$ cat config.mk
export PLATFORM = sky130hd
export DESIGN_NAME = spi_port
export DESIGN_NICKNAME = d
export VERILOG_FILES = /design/src/inc/spi_port_pkg.sv /design/src/spi_port.sv /design/src/spi_clk_div.sv
export VERILOG_INCLUDE_DIRS = /design/src /design/src/inc
export SDC_FILE = /design/constraint.sdc
export NUM_CORES = 1
export LEC_CHECK = 0
export BUFFER_PORTS_ARGS = -buffer_cell sky130_fd_sc_hd__buf_4
export CAP_MARGIN = 20
export CORE_ASPECT_RATIO = 0.8
export CORE_UTILIZATION = 30
export CTS_BUF_LIST = sky130_fd_sc_hd__clkbuf_16
export DETAILED_ROUTE_END_ITERATION = 12
export PLACE_DENSITY = 0.63
export SYNTH_ARGS = -nofsm -noshare
export SYNTH_HDL_FRONTEND = slang
export SYNTH_SLANG_ARGS = --single-unit
$ cat constraint.sdc
create_clock -name clk_i -period 2.15 [get_ports clk_i]
set_input_delay 0.1075 -clock clk_i [delete_from_list [all_inputs] [get_ports clk_i]]
set_output_delay 0.1075 -clock clk_i [all_outputs]
set_load 0.05 [all_outputs]
$ cat src/inc/spi_port_params.svh
// What this block does
// four-wire full duplex; master or slave; polarity, phase, bit order selectable
// master selects slave with low select; slave treats low select as chosen
// writing a byte to the data buffer starts a transfer
// master drives serial clock, shifts eight bits out and in together
// slave takes external clock, shifts eight bits out and in on it
// completion sets done flag in status bit 7; interrupt if enabled
// with interrupt enabled, acknowledge clears the done flag
// with interrupt disabled, status read then data access clears done flag
// slave select high halts and resets serial logic, drops received data
// master with select as input needs select held high externally
// master seeing select low becomes slave, sets done flag, interrupts
// select function disabled: internal select high for master, low for slave
// select input high sets select-high flag; software clears by writing 0
// software fixes select direction first; output level set by software
// control enable bit: 0 disables, 1 enables serial operation
// phase 0 samples leading edge; phase 1 samples trailing; polarity 1 inverts
// master serial clock from divider chosen by control rate bits
// data write during transfer sets write collision, shifted byte untouched
`ifndef SPI_PORT_PARAMS_SVH
`define SPI_PORT_PARAMS_SVH

// ***************************************
// register map, byte addresses = 4 * index
// ***************************************
`define IDX_CONTROL      8'hB5
`define IDX_DATA         8'hB6
`define IDX_STATUS       8'hB7
`define IDX_IRQ_MASK     8'hB8
`define IDX_PIN_CTRL     8'hB9
`define ADDR_W           10

// ***************************************
// field positions
// ***************************************
`define CR_ENABLE        7
`define CR_LSB_FIRST     6
`define CR_MASTER        5
`define CR_CPOL          4
`define CR_CPHA          3
`define CR_DSCR          2
`define SR_DONE          7
`define SR_WRITE_COLLISION_FLAG          6
`define SR_SS_HIGH       5
`define SR_SWAP          3
`define SR_SS_ENA        2
`define PC_SS_OUT_EN     0
`define PC_SS_OUT_LVL    1
`define PIN_CTRL_RESET   2'b10
`define RESET_BYTE       8'h00
`define BITS_PER_BYTE    4'h8

`endif

$ cat src/inc/spi_port_pkg.sv
package spi_port_pkg;
	typedef enum logic [2:0]
	{
		ST_IDLE  = 3'b001,
		ST_SHIFT = 3'b010,
		ST_DONE  = 3'b100
	} xfer_state_e;
	typedef logic [7:0] byte_t;
endpackage

$ cat src/spi_port.sv
`timescale 1ns/1ps
`include "spi_port_params.svh"
module spi_port
(
	// clock and reset
	input  wire logic        clk_i,
	input  wire logic        rst_i,
	// wishbone slave
	input  wire logic        wb_cyc_i,
	input  wire logic        wb_stb_i,
	input  wire logic        wb_we_i,
	input  wire logic [9:0]  wb_adr_i,
	input  wire logic [3:0]  wb_sel_i,
	input  wire logic [31:0] wb_dat_i,
	output logic      [31:0] wb_dat_o,
	output logic             wb_ack_o,
	// interrupt
	output logic             irq_o,
	input  wire logic        irq_ack_i,
	// serial clock pin
	input  wire logic        sclk_i,
	output logic             sclk_o,
	output logic             sclk_oe_o,
	// data pins (master_out_line, master_in_line)
	input  wire logic        mosi_i,
	output logic             mosi_o,
	output logic             mosi_oe_o,
	input  wire logic        miso_i,
	output logic             miso_o,
	output logic             miso_oe_o,
	// select pin
	input  wire logic        ss_n_i,
	output logic             ss_n_o,
	output logic             ss_n_oe_o
);
	// ***************************************
	// pin synchronisers
	// ***************************************
	logic [1:0] sclk_s_ff;
	logic [1:0] mosi_s_ff;
	logic [1:0] miso_s_ff;
	logic [1:0] ss_s_ff;
	logic       sclk_q_ff;

	always_ff @(posedge clk_i)
	begin
		if (rst_i)
		begin
			sclk_s_ff <= 2'b00;
			mosi_s_ff <= 2'b00;
			miso_s_ff <= 2'b00;
			ss_s_ff   <= 2'b11;
			sclk_q_ff <= 1'b0;
		end
		else
		begin
			sclk_s_ff <= {sclk_s_ff[0], sclk_i};
			mosi_s_ff <= {mosi_s_ff[0], mosi_i};
			miso_s_ff <= {miso_s_ff[0], miso_i};
			ss_s_ff   <= {ss_s_ff[0], ss_n_i};
			sclk_q_ff <= sclk_s_ff[1];
		end
	end

	// ***************************************
	// registers
	// ***************************************
	spi_port_pkg::byte_t control_ff;
	spi_port_pkg::byte_t tx_ff;
	spi_port_pkg::byte_t rx_ff;
	logic [7:0] mask_ff;
	logic [1:0] pin_ctrl_ff;
	logic       done_ff;
	logic       write_collision_flag_ff;
	logic       ss_high_ff;
	logic       swap_ff;
	logic       ss_ena_ff;
	logic       status_seen_ff;

	logic       en_w;
	logic       master_w;
	logic       cpol_w;
	logic       cpha_w;
	logic       lsb_w;
	logic       ss_in_w;
	logic       ss_eff_w;
	logic       sel_pin_in_w;
	logic       mode_fault_w;
	logic       busy_w;

	assign en_w     = control_ff[`CR_ENABLE];
	assign master_w = control_ff[`CR_MASTER];
	assign cpol_w   = control_ff[`CR_CPOL];
	assign cpha_w   = control_ff[`CR_CPHA];
	assign lsb_w    = control_ff[`CR_LSB_FIRST];

	// select as input when pin function on: slave always, master when not driven
	assign sel_pin_in_w = ss_ena_ff && (!master_w || !pin_ctrl_ff[`PC_SS_OUT_EN]);
	assign ss_in_w = ss_s_ff[1];
	// internal level when pin function is off
	assign ss_eff_w = ss_ena_ff ? (master_w ? 1'b1 : ss_in_w) : !master_w ? 1'b0 : 1'b1;
	assign mode_fault_w = en_w && master_w && sel_pin_in_w && !ss_in_w;

	// ***************************************
	// bus decode
	// ***************************************
	logic       req_w;
	logic       wr_w;
	logic [7:0] idx_w;
	logic       hit_ctrl_w;
	logic       hit_data_w;
	logic       hit_stat_w;
	logic       hit_mask_w;
	logic       hit_pin_w;
	logic [7:0] rd_w;

	assign req_w = wb_cyc_i && wb_stb_i && !wb_ack_o;
	assign wr_w  = req_w && wb_we_i && wb_sel_i[0];
	assign idx_w = wb_adr_i[9:2];
	assign hit_ctrl_w = idx_w == `IDX_CONTROL;
	assign hit_data_w = idx_w == `IDX_DATA;
	assign hit_stat_w = idx_w == `IDX_STATUS;
	assign hit_mask_w = idx_w == `IDX_IRQ_MASK;
	assign hit_pin_w  = idx_w == `IDX_PIN_CTRL;

	always_comb
	begin
		rd_w = `RESET_BYTE;
		if (hit_ctrl_w)
			rd_w = control_ff;
		else if (hit_data_w)
			rd_w = rx_ff;
		else if (hit_stat_w)
			rd_w = {done_ff, write_collision_flag_ff, ss_high_ff, 1'b0, swap_ff, ss_ena_ff, 2'b00};
		else if (hit_mask_w)
			rd_w = mask_ff;
		else if (hit_pin_w)
			rd_w = {6'h00, pin_ctrl_ff};
	end

	// unmapped reads answer zero; every access acks next cycle
	always_ff @(posedge clk_i)
	begin
		if (rst_i)
		begin
			wb_ack_o <= 1'b0;
			wb_dat_o <= 32'h0000_0000;
		end
		else
		begin
			wb_ack_o <= req_w;
			wb_dat_o <= req_w ? {24'h00_0000, rd_w} : 32'h0000_0000;
		end
	end

	// ***************************************
	// shift engine
	// ***************************************
	spi_port_pkg::xfer_state_e state_ff;
	spi_port_pkg::byte_t sh_ff;
	logic [3:0] cnt_ff;
	logic       phase_ff;
	logic       tick_w;
	logic       sclk_lvl_ff;
	logic       data_wr_w;
	logic       start_w;
	logic       rx_bit_w;
	logic       lead_w;
	logic       trail_w;
	logic       sample_w;
	logic       setup_w;
	logic       halt_w;
	logic       out_bit_w;

	assign busy_w    = state_ff != spi_port_pkg::ST_IDLE;
	assign data_wr_w = wr_w && hit_data_w;
	assign start_w   = data_wr_w && !busy_w && en_w && (master_w || !ss_eff_w);
	// slave deselect resets state, shift register, count and phase
	assign halt_w    = !en_w || mode_fault_w || (!master_w && ss_eff_w);

	spi_clk_div u_div
	(
		.clk_i  (clk_i),
		.rst_i  (rst_i),
		.run_i  (master_w && state_ff == spi_port_pkg::ST_SHIFT),
		.rate_i ({control_ff[`CR_DSCR], control_ff[1:0]}),
		.tick_o (tick_w)
	);

	// edges of the idle-relative clock: leading leaves idle level
	always_comb
	begin
		lead_w  = 1'b0;
		trail_w = 1'b0;
		if (master_w)
		begin
			lead_w  = tick_w && !phase_ff;
			trail_w = tick_w && phase_ff;
		end
		else
		begin
			lead_w  = (sclk_s_ff[1] ^ cpol_w) && !(sclk_q_ff ^ cpol_w);
			trail_w = !(sclk_s_ff[1] ^ cpol_w) && (sclk_q_ff ^ cpol_w);
		end
	end
	assign sample_w = cpha_w ? trail_w : lead_w;
	assign setup_w  = cpha_w ? lead_w : trail_w;
	assign rx_bit_w = (master_w ^ swap_ff) ? miso_s_ff[1] : mosi_s_ff[1];
	assign out_bit_w = lsb_w ? sh_ff[0] : sh_ff[7];

	always_ff @(posedge clk_i)
	begin
		if (rst_i || halt_w)
		begin
			state_ff <= spi_port_pkg::ST_IDLE;
			sh_ff    <= `RESET_BYTE;
			cnt_ff   <= 4'h0;
			phase_ff <= 1'b0;
		end
		else
		begin
			unique case (state_ff)
				spi_port_pkg::ST_IDLE:
					if (start_w)
					begin
						state_ff <= spi_port_pkg::ST_SHIFT;
						sh_ff    <= wb_dat_i[7:0];
						cnt_ff   <= 4'h0;
						phase_ff <= 1'b0;
					end
				spi_port_pkg::ST_SHIFT:
				begin
					if (lead_w || trail_w)
						phase_ff <= !phase_ff;
					if (sample_w)
						sh_ff <= lsb_w ? {rx_bit_w, sh_ff[7:1]} : {sh_ff[6:0], rx_bit_w};
					if (sample_w)
						cnt_ff <= cnt_ff + 4'h1;
					if (setup_w && cnt_ff == `BITS_PER_BYTE)
						state_ff <= spi_port_pkg::ST_DONE;
					else if (sample_w && cpha_w && cnt_ff == `BITS_PER_BYTE - 4'h1)
						state_ff <= spi_port_pkg::ST_DONE;
				end
				spi_port_pkg::ST_DONE:
					state_ff <= spi_port_pkg::ST_IDLE;
			endcase
		end
	end

	// hold the outgoing bit so sampled bit never disturbs it mid-cell
	logic out_ff;
	always_ff @(posedge clk_i)
	begin
		if (rst_i || state_ff == spi_port_pkg::ST_IDLE)
			out_ff <= lsb_w ? tx_ff[0] : tx_ff[7];
		else if (state_ff == spi_port_pkg::ST_SHIFT && (setup_w || (cnt_ff == 4'h0 && !phase_ff)))
			out_ff <= out_bit_w;
	end

	// master serial clock toggles on each divider tick
	always_ff @(posedge clk_i)
	begin
		if (rst_i || state_ff != spi_port_pkg::ST_SHIFT)
			sclk_lvl_ff <= 1'b0;
		else if (tick_w && cnt_ff != `BITS_PER_BYTE)
			sclk_lvl_ff <= !sclk_lvl_ff;
		else if (tick_w)
			sclk_lvl_ff <= 1'b0;
	end

	// ***************************************
	// data buffer, control, status
	// ***************************************
	always_ff @(posedge clk_i)
	begin
		if (rst_i)
			tx_ff <= `RESET_BYTE;
		else if (start_w)
			tx_ff <= wb_dat_i[7:0];
	end

	always_ff @(posedge clk_i)
	begin
		if (rst_i)
			rx_ff <= `RESET_BYTE;
		else if (state_ff == spi_port_pkg::ST_DONE)
			rx_ff <= sh_ff;
	end

	always_ff @(posedge clk_i)
	begin
		if (rst_i)
			control_ff <= `RESET_BYTE;
		else if (wr_w && hit_ctrl_w)
			control_ff <= wb_dat_i[7:0];
		else if (mode_fault_w)
			control_ff[`CR_MASTER] <= 1'b0;
	end

	always_ff @(posedge clk_i)
	begin
		if (rst_i)
		begin
			mask_ff     <= `RESET_BYTE;
			pin_ctrl_ff <= `PIN_CTRL_RESET;
			swap_ff     <= 1'b0;
			ss_ena_ff   <= 1'b0;
		end
		else
		begin
			if (wr_w && hit_mask_w)
				mask_ff <= wb_dat_i[7:0];
			if (wr_w && hit_pin_w)
				pin_ctrl_ff <= wb_dat_i[1:0];
			if (wr_w && hit_stat_w)
			begin
				swap_ff   <= wb_dat_i[`SR_SWAP];
				ss_ena_ff <= wb_dat_i[`SR_SS_ENA];
			end
		end
	end

	// done flag: set beats any clear
	logic done_set_w;
	logic done_clr_w;
	logic irq_en_w;
	assign irq_en_w   = mask_ff[`SR_DONE];
	assign done_set_w = state_ff == spi_port_pkg::ST_DONE || mode_fault_w;
	assign done_clr_w = irq_en_w ? irq_ack_i
		: (status_seen_ff && req_w && hit_data_w);

	always_ff @(posedge clk_i)
	begin
		if (rst_i)
			status_seen_ff <= 1'b0;
		else if (req_w && !wb_we_i && hit_stat_w && done_ff)
			status_seen_ff <= 1'b1;
		else if (req_w && hit_data_w)
			status_seen_ff <= 1'b0;
	end

	always_ff @(posedge clk_i)
	begin
		if (rst_i)
			done_ff <= 1'b0;
		else if (done_set_w)
			done_ff <= 1'b1;
		else if (done_clr_w)
			done_ff <= 1'b0;
	end

	// collision clears on the same status-then-data sequence
	always_ff @(posedge clk_i)
	begin
		if (rst_i)
			write_collision_flag_ff <= 1'b0;
		else if (data_wr_w && busy_w)
			write_collision_flag_ff <= 1'b1;
		else if (status_seen_ff && req_w && hit_data_w)
			write_collision_flag_ff <= 1'b0;
	end

	always_ff @(posedge clk_i)
	begin
		if (rst_i)
			ss_high_ff <= 1'b0;
		else if (ss_ena_ff && sel_pin_in_w && ss_in_w)
			ss_high_ff <= 1'b1;
		else if (wr_w && hit_stat_w && !wb_dat_i[`SR_SS_HIGH])
			ss_high_ff <= 1'b0;
	end

	// ***************************************
	// pins and interrupt
	// ***************************************
	always_ff @(posedge clk_i)
	begin
		if (rst_i)
		begin
			irq_o     <= 1'b0;
			sclk_o    <= 1'b0;
			sclk_oe_o <= 1'b0;
			mosi_o    <= 1'b0;
			mosi_oe_o <= 1'b0;
			miso_o    <= 1'b0;
			miso_oe_o <= 1'b0;
			ss_n_o    <= 1'b1;
			ss_n_oe_o <= 1'b0;
		end
		else
		begin
			irq_o     <= |({done_ff, write_collision_flag_ff, ss_high_ff, 5'h00} & mask_ff);
			sclk_o    <= sclk_lvl_ff ^ cpol_w;
			sclk_oe_o <= en_w && master_w;
			// outgoing line is mosi for master, miso for slave, unless swapped
			mosi_o    <= out_ff;
			mosi_oe_o <= en_w && (master_w ^ swap_ff) && (master_w || !ss_eff_w);
			miso_o    <= out_ff;
			miso_oe_o <= en_w && !(master_w ^ swap_ff) && (master_w || !ss_eff_w);
			ss_n_o    <= pin_ctrl_ff[`PC_SS_OUT_LVL];
			ss_n_oe_o <= master_w && pin_ctrl_ff[`PC_SS_OUT_EN];
		end
	end
endmodule

$ cat src/spi_clk_div.sv
`timescale 1ns/1ps
// ***************************************
// master rate divider: one tick per half serial period
// ***************************************
module spi_clk_div
(
	// clock and reset
	input  wire logic       clk_i,
	input  wire logic       rst_i,
	// control
	input  wire logic       run_i,
	input  wire logic [2:0] rate_i,
	// tick
	output logic            tick_o
);
	logic [6:0] cnt_ff;
	logic [6:0] half_w;

	// half period in clocks per rate code
	function automatic logic [6:0] half_of(input logic [2:0] r);
		unique case (r)
			3'h0: half_of = 7'h02;
			3'h1: half_of = 7'h08;
			3'h2: half_of = 7'h20;
			3'h3: half_of = 7'h40;
			3'h4: half_of = 7'h01;
			3'h5: half_of = 7'h04;
			3'h6: half_of = 7'h10;
			default: half_of = 7'h40;
		endcase
	endfunction

	assign half_w = half_of(rate_i);

	always_ff @(posedge clk_i)
	begin
		if (rst_i || !run_i || tick_o)
			cnt_ff <= 7'h01;
		else
			cnt_ff <= cnt_ff + 7'h01;
	end

	always_ff @(posedge clk_i)
	begin
		if (rst_i || !run_i)
			tick_o <= 1'b0;
		else
			// fastest rate ticks every clock, others skip one after each tick
			tick_o <= (half_w == 7'h01) || (!tick_o && (cnt_ff >= half_w - 7'h01));
	end
endmodule

==> impl_metrics.yaml <==
synth:
  async_flop_share_pct: 0
  syn_area_um2: 4140
  syn_inst: 495
  avgSynthCellArea_um2: 8.36
  seq_area_frac_synth_pct: 41.9
  yosysUniqueCellTypes: 55
  synth-seq-cells: 86
  ys.flop_type: "dfxtp_1"
  synth_edf_count: 1
  ys_warn_count: 0
floorplan:
  rows: 37
  design.core.area_um2: 13100
  start_util_pct: 31.5
  die-area_um2: 14300
  die_w_um: 133
  die_y_um: 107
  ios: 98
timing:
  hold_viol: 0
  rsz0062_at_grt: "yes"
  max_freq_ghz: 0.456
  finalWorstSetupSlack_ns: -0.0438
  finalCritPeriodShare_pct: 102
  setup_violations: 1
  period_needed_ns: 2.19
  clock_skew_ns: 0.00804
  maxSlewViolCount: 0
  whs_ns: 0.0598
pwr:
  p_seq_share_pct: 46.0
  p_leak_nw: 1.89
  power.density_nw_per_um2: 691
  combPwrFrac_pct: 6.3
  p_switching_mw: 0.811
  sw_frac_of_total_pct: 23.2
  internal_power_mw: 2.68
  ir_worst_vdd_uv: 447
  clkPwrFrac_pct: 47.7
routing:
  drt-initial-drc-count: 213
  antenna_left: 0
  dr.pass1.iters: 7
  via_count: 3578
  wl_um: 10300
  drc_errors: 0
  wire_per_inst_um: 14.2
  viasPerCell: 4.91
global_route:
  grt.total_usage_pct: 14.5
  grt_pass1_vias: 3387
  grt_max_degree: 37
  antenna_found_initial: 0
  grt-ovfl-total: 0
  grt_pass1_wl_um: 16400
status:
  violations: "setup timing"
  status: "finished with violations"
placed_design:
  dp_hpwl_um: 7590
  place_area_um2: 4630
  place_congestion: 0.860
  io_buffer_count: 44
  preCtsSetupSlack_ns: -0.00214
cells_and_area:
  fill_cells: 1333
  drive_above_1_share_pct: 19.7
  final_cell_mix: "dfxtp_1, nand2_1, buf_4"
  diodes: 0
  syn_to_final_growth_pct: 22.2
  final_common_cell: "dfxtp_1"
  nets: 615
  finalInstanceArea_um2: 5060
worst_setup_path:
  cp.required_ns: 2.36
  cp-start-kind: "flip-flop"
  max_stage_delay_ns: 0.38
  path_class: "flip-flop to flip-flop"
  worst_path_max_delay_cell: "or3_4"
  worstRegToRegCells: 12
  crit_path_end_kind: "flip-flop"
  r2r-start: "control_ff[1]"
  cp_data_arrival_time_ns: 2.41
  critPathMaxFanout: 5
  worstPathCellList: "or3_4, ha_4, nor2_1, nand2_1, nand2_1, a21oi_2, ha_1, a21o_1, a21oi_2, o21ai_1, a21oi_1, o22ai_1"
  crit_start: "control_ff[1]"
hold_path:
  holdCritPathClass: "primary input to flip-flop"
  hold_depth: 3
  min_from: "wb_dat_i[7]"
clock_tree:
  cts_inserted_buffers: 9
  clkSinkCount: 86
  clk_pin_slew_worst_paths_ns: 0.06
  clk_latency_ns: 0.34
  cts_tree: "done"
  htreeDepth: 3
  cts-root-buf: "clkbuf_16"
  cts_buffer_depth: 2
flow_run:
  cap_violations: 0
[power groups by stage]
stage / clock [mW] / sequential (mW) / combinational [mW]
3_3_place_gp: 0 / 1.64 / 0.208
5_1_grt: 1.75 / 1.61 / 0.234
4_1_cts: 1.70 / 1.61 / 0.216
2_1_floorplan: 0 / 1.65 / 0.177
6_report: 1.67 / 1.61 / 0.221
3_5_place_dp: 0 / 1.64 / 0.210
[stage by stage]
stage | TNS (ns) | power (mW) | util, % | cells
global placement | 0 | 1.85 | 35.2 | 704
floorplan | 0 | 1.82 | - | 518
global route | -0.138 | 3.59 | 38.5 | 728
detailed placement | -0.00214 | 1.85 | 35.2 | 704
finish | -0.0438 | 3.49 | 38.5 | 728
CTS | 0 | 3.52 | 38.1 | 724
[cell families (layout without fill, tap and decap cells)]
kind of cell	Yosys count	count (layout)	synth area share, %
AOI/OAI and AO/OA	98	98	15.0
xor gates and xnor gates	12	12	2.54
adders and majority gates	11	11	3.33
buffers and inverters	69	104	8.80
DFF	86	86	41.9
muxes	16	16	4.23
other	1	24	0.0906
and+or+nand+nor	202	202	24.1
[critical path, delay by kind of cell, from the launching register on]
kind	cells	cell delay, ns
AO/OA/AOI/OAI	6	0.64
flip-flops	1	0.33
adder cells (fa/ha/maj)	2	0.50
AND/OR/NAND/NOR	4	0.61
[cell type report]
cell class	count	area (µm²)	area share, %
Clock inverter	7	97.6	1.93
Sequential cell	86	1730	34.3
Multi-Input combinational cell	363	2170	42.9
Clock buffer	9	225	4.45
Tap cell	175	219	4.33
Inverter	15	56.3	1.11
Timing Repair Buffer	73	558	11.0
[timing repair]
item / in CTS / in global routing
hold endpoints to repair: 4 / 0
pin swaps: 1 / 3
endpoints found under the setup margin: 1 / 2
hold buffers: 4 / 0
resized for setup: 2 / 6
buffers inserted: 0 / 4
[worst paths after layout]
path	endpoint	slack (ns)
max reg2reg	u_div.tick_o	-0.04
min	control_ff[7]	0.06
max	u_div.tick_o	-0.04
min reg2reg	ss_s_ff[1]	0.41
[state kept, by name, summed over array words and instances (netlist names), 2 cells and up]
signal        count
tx_ff             2
cnt_ff            4
miso_s_ff         2
sclk_s_ff         2
sh_ff             8
wb_dat_o          8
ss_s_ff           2
control_ff        8
pin_ctrl_ff       2
rx_ff             8
u_div.cnt_ff      7
mask_ff           8
state_ff          3
mosi_s_ff         2
[layer usage]
layer | vias up | GRT usage [%] | share of wire, %
met5 | - | 0 | 0
met4 | 0 | 4.63 | 1.5
li1 | 1759 | - | -
met3 | 16 | 3.07 | 6.5
met2 | 119 | 23.2 | 46
met1 | 1684 | 19.4 | 46
[cells in the mapped netlist (2+ instances only)]
cell | count | share of area [%]
nor3_1 | 5 | 0.60
or3b_2 | 2 | 0.42
buf_4 | 25 | 4.5
a21oi_1 | 44 | 5.3
o21ai_0 | 10 | 1.2
nor4b_1 | 2 | 0.42
a31oi_1 | 13 | 2.0
or2_2 | 9 | 1.4
and2_1 | 6 | 0.91
a21o_1 | 5 | 0.91
mux2i_1 | 13 | 3.1
o211ai_1 | 5 | 0.91
buf_2 | 3 | 0.36
nand3_1 | 11 | 1.3
nor2b_1 | 10 | 1.5
inv_1 | 15 | 1.4
nand2_1 | 82 | 7.4
xnor2_1 | 8 | 1.7
a211oi_1 | 2 | 0.36
dfxtp_1 | 85 | 41
or3_1 | 3 | 0.45
nor3b_1 | 8 | 1.5
nand3b_1 | 2 | 0.36
a221oi_1 | 8 | 1.7
nand2b_1 | 5 | 0.76
ha_1 | 11 | 3.3
nor2_1 | 37 | 3.4
clkbuf_1 | 25 | 2.3
xor2_1 | 4 | 0.85
nand4_1 | 7 | 1.1
and3_1 | 6 | 0.91
Power figures use the tool's default switching activity.
